===== config.mk =====
export PLATFORM = sky130hd
export DESIGN_NAME = single_wire_wake_and_bit_timing
export DESIGN_NICKNAME = d
export VERILOG_FILES = /design/src/design/swi_timing_pkg.sv /design/src/design/swi_two_entry_buffer.sv /design/src/design/single_wire_wake_and_bit_timing.sv
export VERILOG_INCLUDE_DIRS = /design/src /design/src/design
export SDC_FILE = /design/constraint.sdc
export NUM_CORES = 1
export LEC_CHECK = 0
export BUFFER_PORTS_ARGS = -buffer_cell sky130_fd_sc_hd__buf_4
export CAP_MARGIN = 15
export CORE_UTILIZATION = 25
export DETAILED_ROUTE_END_ITERATION = 8
export PLACE_DENSITY = 0.45
export SLEW_MARGIN = 40
export SYNTH_ARGS = -nofsm -noshare
export SYNTH_HDL_FRONTEND = slang
export SYNTH_SLANG_ARGS = --single-unit
export TNS_END_PERCENT = 10

===== constraint.sdc =====
create_clock -name ref_clk -period 3.2 [get_ports ref_clk]
set_input_delay 0.16 -clock ref_clk [delete_from_list [all_inputs] [get_ports ref_clk]]
set_output_delay 0.16 -clock ref_clk [all_outputs]
set_load 0.02 [all_outputs]

===== src/design/swi_timing_map.svh =====
`ifndef SWI_TIMING_MAP_SVH
`define SWI_TIMING_MAP_SVH

// clock rate
`define SWI_CLK_MHZ               40

// active glitch limit in ns, sleep glitch limit in us
`define SWI_ACTIVE_GLITCH_NS      45
`define SWI_SLEEP_GLITCH_US       15

// device transmit timing, nominal figures in us
`define SWI_START_PULSE_US        6
`define SWI_BIT_PERIOD_US         54
`define SWI_DIR_CHANGE_US         96

// receive decision window after a start fall, in us
`define SWI_RX_WINDOW_US          20

// long limits in ms
`define SWI_LINE_IDLE_MS          65
`define SWI_WAKE_WATCHDOG_MS      1300

// derived cycle counts; least times round up
`define SWI_ACTIVE_GLITCH_CYC     ((`SWI_ACTIVE_GLITCH_NS * `SWI_CLK_MHZ + 999) / 1000)
`define SWI_SLEEP_GLITCH_CYC      (`SWI_SLEEP_GLITCH_US * `SWI_CLK_MHZ)
`define SWI_START_PULSE_CYC       (`SWI_START_PULSE_US * `SWI_CLK_MHZ)
`define SWI_BIT_PERIOD_CYC        (`SWI_BIT_PERIOD_US * `SWI_CLK_MHZ)
`define SWI_DIR_CHANGE_CYC        (`SWI_DIR_CHANGE_US * `SWI_CLK_MHZ)
`define SWI_RX_WINDOW_CYC         (`SWI_RX_WINDOW_US * `SWI_CLK_MHZ)
`define SWI_LINE_IDLE_CYC         (`SWI_LINE_IDLE_MS * `SWI_CLK_MHZ * 1000)
`define SWI_WAKE_WATCHDOG_CYC     (`SWI_WAKE_WATCHDOG_MS * `SWI_CLK_MHZ * 1000)

`endif


===== src/design/swi_timing_pkg.sv =====
package swi_timing_pkg;

  typedef enum logic [1:0] {
    ST_SLEEP = 2'b00,
    ST_IDLE  = 2'b01,
    ST_TX    = 2'b10
  } swi_state_t;

endpackage


===== src/design/swi_two_entry_buffer.sv =====
`timescale 1ns/1ps
`default_nettype none

module swi_two_entry_buffer #(
  parameter int WIDTH = 1
) (
  input  wire logic             ref_clk,
  input  wire logic             rstn,
  input  wire logic             in_valid,
  input  wire logic [WIDTH-1:0] in_data,
  output logic                  in_ready,
  output logic                  out_valid,
  output logic      [WIDTH-1:0] out_data,
  input  wire logic             out_ready
);

  logic [WIDTH-1:0] head_q;
  logic [WIDTH-1:0] spare_q;
  logic             head_v_q;
  logic             spare_v_q;

  wire pop  = head_v_q & out_ready;
  wire push = in_valid & ~spare_v_q;

  always_ff @(posedge ref_clk) begin
    if (!rstn) begin
      head_v_q  <= 1'b0;
      spare_v_q <= 1'b0;
      head_q    <= '0;
      spare_q   <= '0;
    end else if (pop && spare_v_q) begin
      head_q    <= spare_q;
      spare_v_q <= 1'b0;
    end else if (pop) begin
      head_v_q <= push;
      if (push) begin
        head_q <= in_data;
      end
    end else if (push && !head_v_q) begin
      head_q   <= in_data;
      head_v_q <= 1'b1;
    end else if (push) begin
      spare_q   <= in_data;
      spare_v_q <= 1'b1;
    end
  end

  // ready depends only on the spare slot, so it is a registered level
  assign in_ready  = ~spare_v_q;
  assign out_valid = head_v_q;
  assign out_data  = head_q;

endmodule

`default_nettype wire


===== src/design/single_wire_wake_and_bit_timing.sv =====
// Summary of operation
// - when awake, line pulses shorter than 45 ns are ignored.
// - when asleep, low pulses shorter than 15 us do not wake the device.
// - watchdog from wake forces sleep between 0.7 and 1.7 s, typically 1.3 s.
// - device start, zero-high and zero-low pulses last 4.60 to 8.60 us.
// - device first low falls 64 to 131 us after host's last start fall.
// - line idle for 45 to 85 ms sends the device back to sleep.
// - timing fits a 230.4 kbaud seven-bit UART on either end.
`timescale 1ns/1ps
`default_nettype none
`include "swi_timing_map.svh"

module single_wire_wake_and_bit_timing #(
  parameter int unsigned LINE_IDLE_CYC     = `SWI_LINE_IDLE_CYC,
  parameter int unsigned WAKE_WATCHDOG_CYC = `SWI_WAKE_WATCHDOG_CYC
) (
  input  wire logic ref_clk,
  input  wire logic rstn,
  input  wire logic line_i,
  output logic      line_o,
  output logic      line_oe,
  input  wire logic tx_valid,
  input  wire logic tx_bit,
  output logic      tx_ready,
  output logic      rx_valid,
  output logic      rx_bit,
  input  wire logic rx_ready,
  output logic      rx_overflow,
  output logic      awake
);

  localparam logic [31:0] ACT_GLITCH = 32'(`SWI_ACTIVE_GLITCH_CYC);
  localparam logic [31:0] SLP_GLITCH = 32'(`SWI_SLEEP_GLITCH_CYC);
  localparam logic [31:0] PULSE      = 32'(`SWI_START_PULSE_CYC);
  localparam logic [31:0] BIT_PER    = 32'(`SWI_BIT_PERIOD_CYC);
  localparam logic [31:0] TURN       = 32'(`SWI_DIR_CHANGE_CYC);
  localparam logic [31:0] RX_WIN     = 32'(`SWI_RX_WINDOW_CYC);
  localparam logic [31:0] IDLE_LIM   = 32'(LINE_IDLE_CYC);
  localparam logic [31:0] WDOG_LIM   = 32'(WAKE_WATCHDOG_CYC);

  swi_timing_pkg::swi_state_t st_q;
  swi_timing_pkg::swi_state_t st_d;

  logic        sync1_q;
  logic        sync2_q;
  logic        sync3_q;
  logic        filt_q;
  logic        filt_prev_q;
  logic [31:0] glitch_q;
  logic [31:0] wdog_q;
  logic [31:0] idle_q;
  logic [31:0] tcnt_q;
  logic [31:0] rcnt_q;
  logic [31:0] since_fall_q;
  logic        tx_bit_q;
  logic        last_tx_q;
  logic        rx_active_q;
  logic        tx_ready_q;
  logic        line_oe_q;
  logic        line_o_q;
  logic        ovf_q;
  logic        awake_q;
  logic        buf_in_ready;

  // synchroniser; only the second and third stage are looked at beyond this
  always_ff @(posedge ref_clk) begin
    if (!rstn) begin
      sync1_q <= 1'b1;
      sync2_q <= 1'b1;
      sync3_q <= 1'b1;
    end else begin
      sync1_q <= line_i;
      sync2_q <= sync1_q;
      sync3_q <= sync2_q;
    end
  end

  // a change counts only while stages two and three agree
  wire         agree_w    = (sync2_q == sync3_q);
  wire         differs_w  = agree_w && (sync3_q != filt_q);
  wire         sleeping_w = (st_q == swi_timing_pkg::ST_SLEEP);
  // asleep only the low level is filtered long; rising back is taken at once
  wire  [31:0] glim_w     = sleeping_w ? (sync3_q ? 32'h0000_0001 : SLP_GLITCH)
                                       : ACT_GLITCH;
  wire  [31:0] glitch_n_w = glitch_q + 32'h0000_0001;
  wire         accept_w   = differs_w && (glitch_n_w >= glim_w);

  always_ff @(posedge ref_clk) begin
    if (!rstn) begin
      filt_q      <= 1'b1;
      filt_prev_q <= 1'b1;
      glitch_q    <= 32'h0000_0000;
    end else begin
      filt_prev_q <= filt_q;
      if (accept_w) begin
        filt_q   <= sync3_q;
        glitch_q <= 32'h0000_0000;
      end else if (differs_w) begin
        glitch_q <= glitch_n_w;
      end else begin
        glitch_q <= 32'h0000_0000;
      end
    end
  end

  wire fall_w = filt_prev_q & ~filt_q;
  wire edge_w = filt_prev_q ^ filt_q;

  // timeouts while awake
  wire wdog_hit_w = !sleeping_w && (wdog_q >= WDOG_LIM - 32'h0000_0001);
  wire idle_hit_w = (st_q == swi_timing_pkg::ST_IDLE) && !tx_valid
                    && (idle_q >= IDLE_LIM - 32'h0000_0001);

  // receive decode: start fall opens a bit, a second fall inside the window is a zero
  wire rx_open_w  = (st_q == swi_timing_pkg::ST_IDLE) && fall_w && !rx_active_q;
  wire rx_zero_w  = (st_q == swi_timing_pkg::ST_IDLE) && fall_w && rx_active_q;
  wire rx_one_w   = (st_q == swi_timing_pkg::ST_IDLE) && rx_active_q && !fall_w
                    && (rcnt_q >= RX_WIN - 32'h0000_0001);
  wire rx_emit_w  = rx_zero_w || rx_one_w;

  // first bit after a host flag waits out the direction change delay
  wire turn_ok_w  = last_tx_q || (since_fall_q >= TURN - 32'h0000_0001);
  wire tx_take_w  = tx_valid && tx_ready_q;
  wire tx_end_w   = (st_q == swi_timing_pkg::ST_TX) && (tcnt_q >= BIT_PER - 32'h0000_0001);

  // drive low for the start pulse, and for the second low of a zero
  // released when the watchdog fires so the line never stays pulled once asleep
  wire drive_w    = (st_q == swi_timing_pkg::ST_TX) && !tx_end_w && !wdog_hit_w
                    && ((tcnt_q < PULSE)
                    || (!tx_bit_q && tcnt_q >= PULSE + PULSE
                        && tcnt_q < PULSE + PULSE + PULSE));

  always_comb begin
    st_d = st_q;
    case (st_q)
      swi_timing_pkg::ST_SLEEP: begin
        if (fall_w) begin
          st_d = swi_timing_pkg::ST_IDLE;
        end
      end
      swi_timing_pkg::ST_IDLE: begin
        if (wdog_hit_w || idle_hit_w) begin
          st_d = swi_timing_pkg::ST_SLEEP;
        end else if (tx_take_w) begin
          st_d = swi_timing_pkg::ST_TX;
        end
      end
      swi_timing_pkg::ST_TX: begin
        if (wdog_hit_w) begin
          st_d = swi_timing_pkg::ST_SLEEP;
        end else if (tx_end_w) begin
          st_d = swi_timing_pkg::ST_IDLE;
        end
      end
      default: begin
        st_d = swi_timing_pkg::ST_SLEEP;
      end
    endcase
  end

  always_ff @(posedge ref_clk) begin
    if (!rstn) begin
      st_q <= swi_timing_pkg::ST_SLEEP;
    end else begin
      st_q <= st_d;
    end
  end

  // watchdog runs from wake regardless of traffic
  always_ff @(posedge ref_clk) begin
    if (!rstn || sleeping_w) begin
      wdog_q <= 32'h0000_0000;
    end else begin
      wdog_q <= wdog_q + 32'h0000_0001;
    end
  end

  // inactivity counter; own transmission counts as activity
  always_ff @(posedge ref_clk) begin
    if (!rstn || sleeping_w || edge_w || st_q == swi_timing_pkg::ST_TX) begin
      idle_q <= 32'h0000_0000;
    end else begin
      idle_q <= idle_q + 32'h0000_0001;
    end
  end

  // time since the last host start fall, saturating at the turnaround count TURN
  always_ff @(posedge ref_clk) begin
    if (!rstn || rx_open_w) begin
      since_fall_q <= 32'h0000_0000;
    end else if (since_fall_q < TURN) begin
      since_fall_q <= since_fall_q + 32'h0000_0001;
    end
  end

  always_ff @(posedge ref_clk) begin
    if (!rstn || st_q != swi_timing_pkg::ST_IDLE || rx_open_w) begin
      rcnt_q <= 32'h0000_0000;
    end else if (rx_active_q) begin
      rcnt_q <= rcnt_q + 32'h0000_0001;
    end
  end

  always_ff @(posedge ref_clk) begin
    if (!rstn || st_q != swi_timing_pkg::ST_IDLE) begin
      rx_active_q <= 1'b0;
    end else if (rx_open_w) begin
      rx_active_q <= 1'b1;
    end else if (rx_emit_w) begin
      rx_active_q <= 1'b0;
    end
  end

  // transmit slot counter and direction bookkeeping
  always_ff @(posedge ref_clk) begin
    if (!rstn) begin
      tcnt_q    <= 32'h0000_0000;
      tx_bit_q  <= 1'b1;
      last_tx_q <= 1'b0;
    end else begin
      if (tx_take_w) begin
        tcnt_q    <= 32'h0000_0000;
        tx_bit_q  <= tx_bit;
        last_tx_q <= 1'b1;
      end else if (st_q == swi_timing_pkg::ST_TX) begin
        tcnt_q <= tcnt_q + 32'h0000_0001;
      end
      if (rx_open_w || sleeping_w) begin
        last_tx_q <= 1'b0;
      end
    end
  end

  // ready only in idle with no host bit in progress; drops the cycle it is taken
  always_ff @(posedge ref_clk) begin
    if (!rstn) begin
      tx_ready_q <= 1'b0;
    end else begin
      tx_ready_q <= (st_d == swi_timing_pkg::ST_IDLE) && (st_q == swi_timing_pkg::ST_IDLE)
                    && !tx_take_w && !rx_active_q && !rx_open_w && turn_ok_w;
    end
  end

  // open-drain style: the line is only ever pulled low
  always_ff @(posedge ref_clk) begin
    if (!rstn) begin
      line_oe_q <= 1'b0;
      line_o_q  <= 1'b0;
      awake_q   <= 1'b0;
    end else begin
      line_oe_q <= drive_w;
      line_o_q  <= 1'b0;
      awake_q   <= (st_d != swi_timing_pkg::ST_SLEEP);
    end
  end

  // the line cannot be stalled, so a full buffer is reported and the bit dropped
  always_ff @(posedge ref_clk) begin
    if (!rstn) begin
      ovf_q <= 1'b0;
    end else if (rx_emit_w && !buf_in_ready) begin
      ovf_q <= 1'b1;
    end else if (sleeping_w) begin
      ovf_q <= 1'b0;
    end
  end

  swi_two_entry_buffer #(
    .WIDTH (1)
  ) u_rx_buf (
    .ref_clk   (ref_clk),
    .rstn      (rstn),
    .in_valid  (rx_emit_w),
    .in_data   (rx_one_w),
    .in_ready  (buf_in_ready),
    .out_valid (rx_valid),
    .out_data  (rx_bit),
    .out_ready (rx_ready)
  );

  assign line_o      = line_o_q;
  assign line_oe     = line_oe_q;
  assign tx_ready    = tx_ready_q;
  assign rx_overflow = ovf_q;
  assign awake       = awake_q;

endmodule

`default_nettype wire


Yosys cells after proc, flatten, opt, wreduce, memory -nomap -nowiden:

Cells that the tools add are included.

* input port bits: 6
* output and inout port bits: 7
* flip-flop bits (word level): 210
* word-level logic and storage cells: 137

* magnitude comparators: 10
* multiplexer cells: 18
* add/subtract/negate cells: 6
* equal/unequal tests: 7
* bitwise operators: 11
* reduce and logical (&&, ||, !) cells: 62

Operators by type and width (number)
* adder 32 x 1 -> 32 bit (second input constant): 6
* greater-or-equal comparator 32 x 12 -> 1 bit (second input constant): 2
* greater-or-equal comparator 32 x 10 -> 1 bit: 1
* greater-or-equal comparator 32 x 10 -> 1 bit (second input constant): 1
* greater-or-equal comparator 32 x 22 -> 1 bit (second input constant): 1
* greater-or-equal comparator 32 x 26 -> 1 bit (second input constant): 1
* greater-or-equal comparator 32 x 9 -> 1 bit (second input constant): 1
* less-than comparator 32 x 10 -> 1 bit (second input constant): 1
* less-than comparator 32 x 12 -> 1 bit (second input constant): 1
* less-than comparator 32 x 8 -> 1 bit (second input constant): 1
* logical AND 1 bit: 26
* two-way mux 10 bit: 2
* logical NOT 1 bit: 11
* logical OR 1 bit: 11
* two-way mux 1 bit: 10
* two-way mux 2 bit: 5
* nonzero test 2 bit: 4
* NOT 1 bit: 7
* one-hot mux 2 bit (3 select lines): 1
* OR reduction 2 bit: 3
* equality test 2 x 1 -> 1 bit (second input constant): 2
* AND reduction 2 bit: 2
* AND reduction 4 bit: 1
* AND 1 bit: 3
* 10 further kinds: 10

Longest topological paths before layout:

Gate-level depths: netlist of the first run.

* depth in word-level cells: 12
* gate-level depth with buffers: 12
* gate-level depth less buffers: 11

Cells and area by module:

From an unflattened synthesis of the first run, not the netlist that was laid out.

* cells, all modules: 1041
* area total of the unflattened synthesis: 9036.2 um^2

By module, submodules not included
* single_wire_wake_and_bit_timing: area an instance 8842.2 um^2, seq. area each 4124.0 um^2, cells each 1019, times used 1
* swi_two_entry_buffer: area an instance 193.9 um^2, seq. area each 80.1 um^2, cells each 22, times used 1

Least setup slack after synthesis of the first run:

OpenSTA, ideal clock, no wires.

* path kind: register to register
* start: reg st_q[0]
* end: reg glitch_q[3]
* cell stages (with the launch flop): 11
* data required time: 3.136 ns
* arrival: 2.632 ns
* path slack: 0.504 ns
* library setup time: 0.064 ns
* path through: dfxtp_1 > clkbuf_1 > or3_1 > ha_1 > o21ai_0 > a31oi_1 > o31a_1 > o311a_1 > nor4_4 > nand4_4 > nor2b_2

* word-level cells in the longest chain between the ends: 5

RTL lines
* start, declared: line single_wire_wake_and_bit_timing.sv:41 `swi_timing_pkg::swi_state_t st_q;`
* start signal, assigned: line single_wire_wake_and_bit_timing.sv:163 `st_q <= swi_timing_pkg::ST_SLEEP;`
* start signal, assigned: line single_wire_wake_and_bit_timing.sv:165 `st_q <= st_d;`
* logical NOT 2 bit: line single_wire_wake_and_bit_timing.sv:81 `wire sleeping_w = (st_q == swi_timing_pkg::ST_SLEEP);`
* two-way mux 10 bit: line single_wire_wake_and_bit_timing.sv:83 `wire [31:0] glim_w = sleeping_w ? (sync3_q ? 32'h0000_0001 : SLP_GLITCH)`
* greater-or-equal comparator 32 x 10 -> 1 bit: line single_wire_wake_and_bit_timing.sv:86 `wire accept_w = differs_w && (glitch_n_w >= glim_w);`
* logical AND 1 bit: line single_wire_wake_and_bit_timing.sv:86
* OR reduction 3 bit (no source line)
* end signal, assigned: line single_wire_wake_and_bit_timing.sv:99 `glitch_q <= glitch_n_w;`
* end, declared: line single_wire_wake_and_bit_timing.sv:49 `logic [31:0] glitch_q;`

Every way passes these cells.
A chain may end at the register's enable or synchronous reset.

Worst setup path in the final report of the first run:

* start: reg glitch_q[0]
* end: reg glitch_q[3]

* word-level cells in the longest chain between the ends: 4

RTL lines
* adder 32 x 1 -> 32 bit (*): line single_wire_wake_and_bit_timing.sv:85 `wire [31:0] glitch_n_w = glitch_q + 32'h0000_0001;`
* greater-or-equal comparator 32 x 10 -> 1 bit: line single_wire_wake_and_bit_timing.sv:86
* logical AND 1 bit: line single_wire_wake_and_bit_timing.sv:86
* OR reduction 3 bit (no source line)

Every way passes the cells marked *; elsewhere a longest branch is shown, timed or not.

==> results.md, run 1 <==
Setup path:
- In this run the critical register-to-register path is captured at glitch_q[3].
- Of all nets on the critical path, the largest fanout is 10.
- The largest stage delay on the critical path is 0.47 ns.
- Counting buffers and inverters, the worst setup path is 10 cells deep.
- The signal on the critical path passes through ha_1 -> nand3_2 -> nor4_4 -> nand4_1 -> nor4_2 -> nand2_1 -> a2111oi_4 -> nand4_4 -> buf_12 -> nor2b_2.
- The worst setup path is captured at a register.
- The cell type of the slowest stage on the worst timing path is sky130_fd_sc_hd__a2111oi_4.
- The worst endpoint required time is 3.66 ns.
- For the worst flop-to-flop path, the logic depth is 10.
- The family with the most delay on the worst path is simple AND/OR/NAND/NOR gates.
- The critical path is of the reg2reg type.
- STA classifies the critical path startpoint as a register.
- The worst register-to-register path begins at glitch_q[0].
- The data arrival time at the worst-slack endpoint is 3.36 ns.
- The number of buffer and inverter instances along the worst setup path is 1.
- The worst register-to-register path has a setup slack of 0.29 ns.

Yosys:
- The post-synthesis instance area is 9125 µm².
- For this run, the leading register cell type out of synthesis is sky130_fd_sc_hd__dfxtp_1.
- The fraction of registers with async set or reset after synthesis is 0%.
- The synthesized design contains 0 enable-type register cells.
- In this run, synthesis produced a sequential element count of 210.
- The number of synthesis warnings is 0.
- Summing the sequential cell areas from Yosys gives 46.07% of the chip area.
- Averaged over all synthesized cells, the footprint is 8.808 µm².
- The cell count after synthesis is 1036.
- The distinct cell type count of the synthesized netlist is 64.

Power and ir drop:
- The power density of the placed cells is 526.1 nW/µm².
- The leakage power is 3.688 nW.
- IR analysis of the VDD net gives a maximum drop of 0.3274 mV.

Worst hold path:
- The start point of the worst min-delay path is tx_valid.
- The worst min-delay path class is in2reg.
- Along the worst hold path, the cell count comes to 4.
- The path with the worst hold slack has its endpoint at last_tx_q.

Detailed routing:
- In this run, the number of DRC markers left after iteration 0 of detailed routing was 324.
- The number of remaining DRC errors is 6.
- The post-detailed-route wirelength per cell is 11.67 µm.
- After detailed routing, the total wire length is 18340 µm.
- In this run the remaining antenna-violating nets after routing total 0.
- The number of vias per cell is 4.433.
- The pre-antenna-repair detailed-routing pass consisted of 6 iterations.
- The total number of vias is 6968.

Placed design:
- The total half-perimeter wirelength after legalization and detailed placement is 12440 µm.
- The congestion estimate from routability-driven global placement came to 0.7517.
- The quantity of I/O buffers inserted on ports is 11.
- The post-place setup slack is 0.1753 ns.

Cells and area:
- The fraction of layout cells with a size suffix above 1 is 7.921%.
- Relative to the synthesized area, the layout overhead comes to 18.65%.
- Fill cells in the final layout number 3879.
- 0 antenna diodes ended up in the layout.
- After the last flow step, the layout net total stands at 1114.

STA:
- The final cycle utilization of the critical path is 90.80%.
- The smallest setup slack after layout is 0.2943 ns.
- The number of pins exceeding their max-slew limit in the final report is 0.
- Final hold analysis gives a worst-case slack of 0.1815 ns.
- Across the routed clock network, the largest skew measured is 0.008487 ns.
- Setup repair after global routing left no endpoint under its margin.
- The summed negative setup slack over all endpoints is 0 ns.
- Setup violations remaining at the end of the flow were counted as 0.
- The final count of hold timing violations is 0.
- The transition time at the pin with the least slew margin is 0.7080 ns.
- Measured against its own limit, the worst slew margin works out to 52.40%.
- The clock period minus final worst setup slack is 2.906 ns.
- The maximum clock frequency is 0.3442 GHz.

Clocking:
- The root buffer cell chosen for the clock tree is sky130_fd_sc_hd__clkbuf_16.
- For this design, the sink count on the clock tree is 210.
- In this run, CTS created clock tree buffers numbering 27.
- The CTS tree is yes.
- The clock passes through at most 3 buffers.
- The count of H-tree levels built during CTS is 1.
- Clock-pin slew was measured on the worst setup and hold paths at 0.06 ns.
- The post-CTS resize count is 0.
- The worst-skew pair later-pin latency is 0.52 ns.

Floorplanning:
- The die outline width is 193.1 µm.
- During I/O placement, the number of pins put on the boundary was 13.
- After floorplanning, the core was divided into 69 placement rows.
- For this configuration, the core starts out at a cell density of 25.53%.
- The die is 193.1 µm tall.
- The total area inside the core boundary comes to 35740 µm².
- The die footprint is 37270 µm².

Global routing:
- The first-pass GRT wire length is 32090 µm.
- The total routing resource utilization after global routing is 10.26%.
- The largest net degree at the start of global routing is 33.
- The number of antenna violations at the first check in global routing is 0.
- The via count of the first global-routing pass is 6738.
- After global routing the overflow that remains totals 0.

Outcome:
- The final reports fail on DRC.
- The run finished, with violations left.

Run:
- The max-capacitance violation count is 0.
[cell usage after synthesis, drive strengths merged (7+ instances only)]
master  number  area, µm²
a21oi       32      160.2
a31oi        7      43.79
and2        25      156.4
and3        22      137.6
and4        14      123.9
clkbuf      22      82.58
dfxtp      210       4204
ha          14      175.2
inv         23      86.33
nand2       84      315.3
nand2b       7      43.79
nand3       58      300.3
nand4       43      299.0
nor2       174      655.6
nor2b        9      71.32
nor3        17      85.08
nor4        28      226.5
o21ai       36      180.2
or3         24      151.4
xnor2       41      359.1
xor2        88      770.7
[final cells by class]
cell class	instances	area [µm²]	area share [%]
clock buffers	40	794.5	7.339
clock inverters	6	82.58	0.7627
inverters	24	90.09	0.8321
multi-input cells	799	4811	44.44
flip-flops and latches	210	4204	38.83
well taps	461	576.8	5.328
repair buffers	32	267.8	2.473
[cell usage in the layout (no fill, tap or decap), types with 7 or more instances in the layout]
cell                          n
sky130_fd_sc_hd__clkbuf_8     7
sky130_fd_sc_hd__xor2_1      88
sky130_fd_sc_hd__dfxtp_1    210
sky130_fd_sc_hd__nor4_1      24
sky130_fd_sc_hd__nor2_1     173
sky130_fd_sc_hd__a31oi_1      7
sky130_fd_sc_hd__a21oi_1     32
sky130_fd_sc_hd__nor3_1      17
sky130_fd_sc_hd__o21ai_0     35
sky130_fd_sc_hd__xnor2_1     41
sky130_fd_sc_hd__buf_4       25
sky130_fd_sc_hd__and3_1      22
sky130_fd_sc_hd__conb_1      23
sky130_fd_sc_hd__or3_1       23
sky130_fd_sc_hd__nand4_1     41
sky130_fd_sc_hd__ha_1        14
sky130_fd_sc_hd__and4_1      13
sky130_fd_sc_hd__nand2b_1     7
sky130_fd_sc_hd__nand3_1     56
sky130_fd_sc_hd__clkbuf_16   27
sky130_fd_sc_hd__and2_1      25
sky130_fd_sc_hd__inv_1       23
sky130_fd_sc_hd__nand2_1     84
[worst max-delay path by stage]
stage                 from          end
2_1_floorplan      st_q[0]  glitch_q[3]
3_3_place_gp   glitch_q[0]  glitch_q[0]
3_5_place_dp   glitch_q[0]  glitch_q[9]
4_1_cts        glitch_q[0]  glitch_q[3]
5_1_grt        glitch_q[0]  glitch_q[4]
6_report       glitch_q[0]  glitch_q[3]
[flip-flops by register name, summed over array words and instances (netlist names)]
signal              cells
idle_q                 32
filt_prev_q             1
u_rx_buf.out_data       1
awake                   1
since_fall_q           32
sync1_q                 1
u_rx_buf.spare_q        1
tx_bit_q                1
line_oe                 1
rx_active_q             1
glitch_q               32
sync3_q                 1
last_tx_q               1
tx_ready                1
wdog_q                 32
rx_overflow             1
filt_q                  1
u_rx_buf.spare_v_q      1
u_rx_buf.out_valid      1
rcnt_q                 32
st_q                    2
tcnt_q                 32
sync2_q                 1
[layer usage]
layer	global-route usage [%]	share of wire, %	vias up
li1	-	-	3688
met1	14.28	52	3188
met2	16.17	42	60
met3	2.009	3.5	32
met4	2.524	2.0	0
met5	0	0	-
[per-stage QoR]
stage	util, %	instances	total power (W)	area [µm²]
finish	30.29	1572	0.005696	10830
global placement	27.59	1518	0.002790	9862
detailed placement	27.59	1518	0.002790	9862
floorplan	-	1058	0.002762	9208
global route	30.29	1572	0.005936	10830
CTS	30.21	1570	0.005808	10800
[worst min-delay path: stages]
cell	delay, ns
sky130_fd_sc_hd__buf_4	0.13
sky130_fd_sc_hd__and2_1	0.20
sky130_fd_sc_hd__o21ai_0	0.09
sky130_fd_sc_hd__nor2_1	0.08
[power by group]
| group | switching (W) | leakage [nW] | internal (W) |
|---|---|---|---|
| clock | 0.00110 | 0.430 | 0.00186 |
| combinational | 0.0000466 | 1.56 | 0.0000325 |
| sequential | 0.0000220 | 1.70 | 0.00264 |
[logic make-up (layout without fill, tap and decap cells)]
family,after synthesis,after routing,share of synthesized area (%)
multiplexers,6,6,0.6582
other,1,23,0.04110
AO/OA/AOI/OAI,105,105,7.130
XOR/XNOR,129,129,12.38
flip-flops,210,210,46.07
adder cells (fa/ha/maj),15,15,2.029
buffers and inverters,49,102,2.153
AND/OR/NAND/NOR,521,521,29.54
[timing repair]
| action | 4_1_cts | 5_1_grt |
|---|---|---|
| endpoints found under the setup margin | 0 | 11 |
| hold endpoints to repair | 7 | 0 |
| hold buffers | 6 | 0 |
| buffers inserted | 0 | 2 |
No activity file was read; power rests on OpenSTA's default activity.
==> run 2, diff against run 1 <==
- ABC_AREA: unset -> 1
==> run 2 against run 1 <==
First-iteration DRC count up 39%. Combinational power rose by 70%. Final area increased by 11%. Clock-buffer cell count decreased by 2. Critical path type unchanged. Synthesized cell count is 45% higher. Register-to-register slack better by 0.52 ns. Sequential share of layout area fell by 3.7 points. Global-route usage up 1.6 points. The flow now finishes without violations. Critical path depth grew 4. Hold slack got worse by 0.052 ns. Die area increased by 12%. Via count rose by 31%.
==> results.md, run 2 <==
Outcome:
- The run finished with clean final reports.

Detailed routing:
- The number of violations reported at the end of detailed-routing iteration 0 came to 451 (+39%).
- The number of search-and-repair iterations in the first detailed-routing pass came to 5 (-1).
- The number of vias per cell came to 4.353 (-1.8%).
- The final wirelength was 24170 µm (+32%).
- The number of remaining DRC errors is 0 (-6).
- The post-route antenna net violation count is 0 (unchanged).
- The post-detailed-route wirelength per cell is 11.51 µm (-1.4%).
- The total number of vias is 9142 (+31%).

Clocking:
- The count of H-tree levels built during CTS is 1 (unchanged).
- The cell sitting at the root of the clock tree is a sky130_fd_sc_hd__clkbuf_16.
- The total CTS buffers is 26 (-3.7%).
- The worst-skew pair later-pin latency is 0.54 ns (+0.02 ns).
- The number of buffers on the longest clock path was 3 (unchanged).
- The clock transition at the register clock pins on the worst setup and hold paths after CTS came to 0.06 ns (about the same).
- The CTS tree is yes.
- The buffer count from post-CTS setup fixing is 0 (unchanged).
- The total clock sinks was 210 (unchanged).

Cells and area:
- In the layout the commonest cells are sky130_fd_sc_hd__nand2_1, sky130_fd_sc_hd__nor2_1, sky130_fd_sc_hd__inv_1.
- The post-synthesis to final-layout area growth is 16.62%.
- The fraction of layout cells with a size suffix above 1 is 5.905% (-2.0 points).
- The final cell count without fillers was 2100 (+34%).
- The count of nets after finishing is 1579 (+42%).
- The count of antenna diodes in the layout is 0 (unchanged).
- The most frequent standard cell in the layout excluding fill and tap cells is sky130_fd_sc_hd__nand2_1.

Yosys:
- In the synthesized netlist, the cells that appear most often are sky130_fd_sc_hd__nand2_1, sky130_fd_sc_hd__nor2_1, sky130_fd_sc_hd__inv_1.
- The most common cell in the netlist is sky130_fd_sc_hd__nand2_1.
- The per-instance average area after synthesis came to 6.829 µm² (-22%).
- The synthesized flop and latch total is 210 (unchanged).
- The number of enable flip-flop cells after synthesis is 0 (unchanged).
- The cell count after synthesis came to 1503 (+45%).
- The largest total area in the synthesized netlist belongs to sky130_fd_sc_hd__dfxtp_1.
- The post-synthesis instance area is 10260 µm² (+12%).
- The dominant synthesized flop cell is sky130_fd_sc_hd__dfxtp_1.
- Sorting the synthesized cells by area gives the leading types as sky130_fd_sc_hd__dfxtp_1, sky130_fd_sc_hd__nand2_1, sky130_fd_sc_hd__nor2_1.
- The sequential-to-total area share from yosys stat is 40.96% (-5.1 points).
- The number of synthesis warnings is 0 (unchanged).
- The fraction of registers with async set or reset after synthesis is 0% (unchanged).
- The distinct cell type count of the synthesized netlist is 45 (-30%).
- The area share of the largest cell type after synthesis is 40.96% (-5.1 points).

Power and ir drop:
- The internal power is 0.004491 W (-0.75%).
- The combinational cell fraction of total power is 2.3% (+0.9 points).
- The sequential group share of total power is 46.3% (-0.4 points).
- The leakage power is 4.267 nW (+16%).
- The net switching power is 0.001254 W (+7.1%).
- The overall power consumption is 0.005745 W (+0.86%).
- The switching power as a share of total power is 21.82% (+1.3 points).
- The power share of the clock group is 51.3% (-0.6 points).
- The power density of the placed cells is 480.0 nW/µm² (-8.8%).
- The peak ir drop on the vdd network is 0.3464 mV (+5.8%).

STA:
- The final cycle utilization of the critical path came to 74.41% (-16 points).
- The final count of hold timing violations came to 0 (unchanged).
- Setup repair after global routing left no endpoint under its margin.
- The final hold slack was 0.1298 ns (-0.05172 ns).
- The final worst clock skew came to 0.006756 ns (-0.001731 ns).
- The number of pins exceeding their max-slew limit in the final report is 0 (unchanged).
- The clock period minus final worst setup slack is 2.381 ns (-0.5246 ns).
- The summed negative setup slack over all endpoints is 0 ns (unchanged).
- The transition time at the pin with the least slew margin is 0.7234 ns (+0.01543 ns).
- The setup violation total in the final timing report is 0 (unchanged).
- The smallest setup slack after layout came to 0.8189 ns (+0.5246 ns).
- The maximum clock frequency is 0.4200 GHz (+22%).
- The worst slew margin relative to its limit is 51.72% (-0.68 points).

Placed design:
- The quantity of I/O buffers inserted on ports is 11 (unchanged).
- The last weighted congestion value of the routability-driven placer came to 0.8294 (+10%).
- The post-place setup slack is 0.8198 ns (+0.6445 ns).
- The number of cells after detailed placement is 2051 (+35%).
- The total half-perimeter wirelength after legalization and detailed placement came to 17960 µm (+44%).

Floorplanning:
- The floorplan core area is 40100 µm² (+12%).
- The die outline width came to 204.6 µm (+6.0%).
- The die footprint is 41870 µm² (+12%).
- The top-level port count came to 13 (unchanged).
- The vertical die dimension was 204.6 µm (+6.0%).
- The starting density of the core was 25.60% (+0.066 points).
- The number of placement rows is 73 (+5.8%).

Run:
- The max-capacitance violation count came to 0 (unchanged).

Setup path:
- The worst endpoint required time was 3.67 ns (about the same).
- The largest fanout of any net on the critical path was 10 (unchanged).
- The data arrival time at the worst-slack endpoint is 2.85 ns (-0.51 ns).
- The worst setup path is launched from a register.
- The worst setup path is of the reg2reg kind.
- The worst setup path is captured at a register.

Global routing:
- The number of antenna violations at the first check in global routing is 1 (+1).
- The total routing resource utilization after global routing was 11.89% (+1.6 points).
- The first-pass GRT wire length was 41310 µm (+29%).
- The via count of the first global-routing pass is 8732 (+30%).
- The largest net degree at the start of global routing is 26 (-21%).
- The remaining global-route overflow is 0 (unchanged).

Worst hold path:
- The worst min-delay path class is in2reg.
[run 2: cells by family (layout without fill, tap and decap cells)]
group | count (synthesis) | count (layout) | share of synthesized area (%)
AOI/OAI and AO/OA | 203 | 203 | 10.69
adders and majority gates | 14 | 14 | 1.707
DFF | 210 | 210 | 40.96
other | 1 | 23 | 0.03654
xor gates and xnor gates | 32 | 32 | 2.731
and+or+nand+nor | 803 | 803 | 35.04
buffers and inverters | 240 | 290 | 8.838
[run 2: area by class of cell]
cell class	instances	area, µm²
clock inverter	6	87.58
inverter	224	840.8
multi-input combinational	1075	5235
fill	4345	28130
sequential	210	4204
timing repair buffer	22	177.7
tap	525	656.9
clock buffer	38	767.0
[run 2: worst paths after layout]
| kind | startpoint | to | slack, ns | depth (start not counted) |
|---|---|---|---|---|
| min | tx_valid | st_q[1] | 0.13 | 5 |
| max reg2reg | glitch_q[2] | glitch_q[8] | 0.82 | 14 |
| min reg2reg | sync1_q | sync2_q | 0.41 | 1 |
| max | glitch_q[2] | glitch_q[8] | 0.82 | 14 |
[run 2: worst max-delay path, stage by stage (launching register included)]
cell and delay [ns]:
sky130_fd_sc_hd__dfxtp_1 0.42, sky130_fd_sc_hd__nand2_2 0.10, sky130_fd_sc_hd__nor2_1 0.12, sky130_fd_sc_hd__nand2_1 0.07, sky130_fd_sc_hd__nor2_1 0.22, sky130_fd_sc_hd__xnor2_1 0.18
sky130_fd_sc_hd__inv_1 0.07, sky130_fd_sc_hd__ha_1 0.31, sky130_fd_sc_hd__nand3_1 0.09, sky130_fd_sc_hd__nand3_1 0.07, sky130_fd_sc_hd__nor2_1 0.10, sky130_fd_sc_hd__nand2_1 0.08
sky130_fd_sc_hd__nor2_2 0.14, sky130_fd_sc_hd__nand4_4 0.18, sky130_fd_sc_hd__nor2_1 0.14
[run 2: stage by stage]
| step | instance area (µm²) | utilization (%) |
|---|---|---|
| floorplan | 10350 | - |
| global placement | 11060 | 27.59 |
| detailed placement | 11060 | 27.59 |
| CTS | 11970 | 29.85 |
| global route | 11970 | 29.85 |
| finish | 11970 | 29.85 |
[run 2: metal layers]
layer	part of all wire, %	global-route usage, %	up-vias
li1	-	-	4953
met4	2.0	3.705	2
met1	49	15.35	4058
met2	45	19.94	93
met3	3.7	2.116	36
met5	0.041	0	-
[run 2: repair_timing]
item                                   4_1_cts  5_1_grt
resized for setup                            0        0
hold buffers                                 5        0
endpoints found under the hold margin       15        0
[run 2: power groups by stage]
stage          clock [W]  combinational, W  sequential (W)
3_3_place_gp           0          0.000132         0.00272
2_1_floorplan          0         0.0000930         0.00271
4_1_cts          0.00309          0.000137         0.00266
3_5_place_dp           0          0.000132         0.00272
6_report         0.00295          0.000135         0.00266
5_1_grt          0.00318          0.000156         0.00266
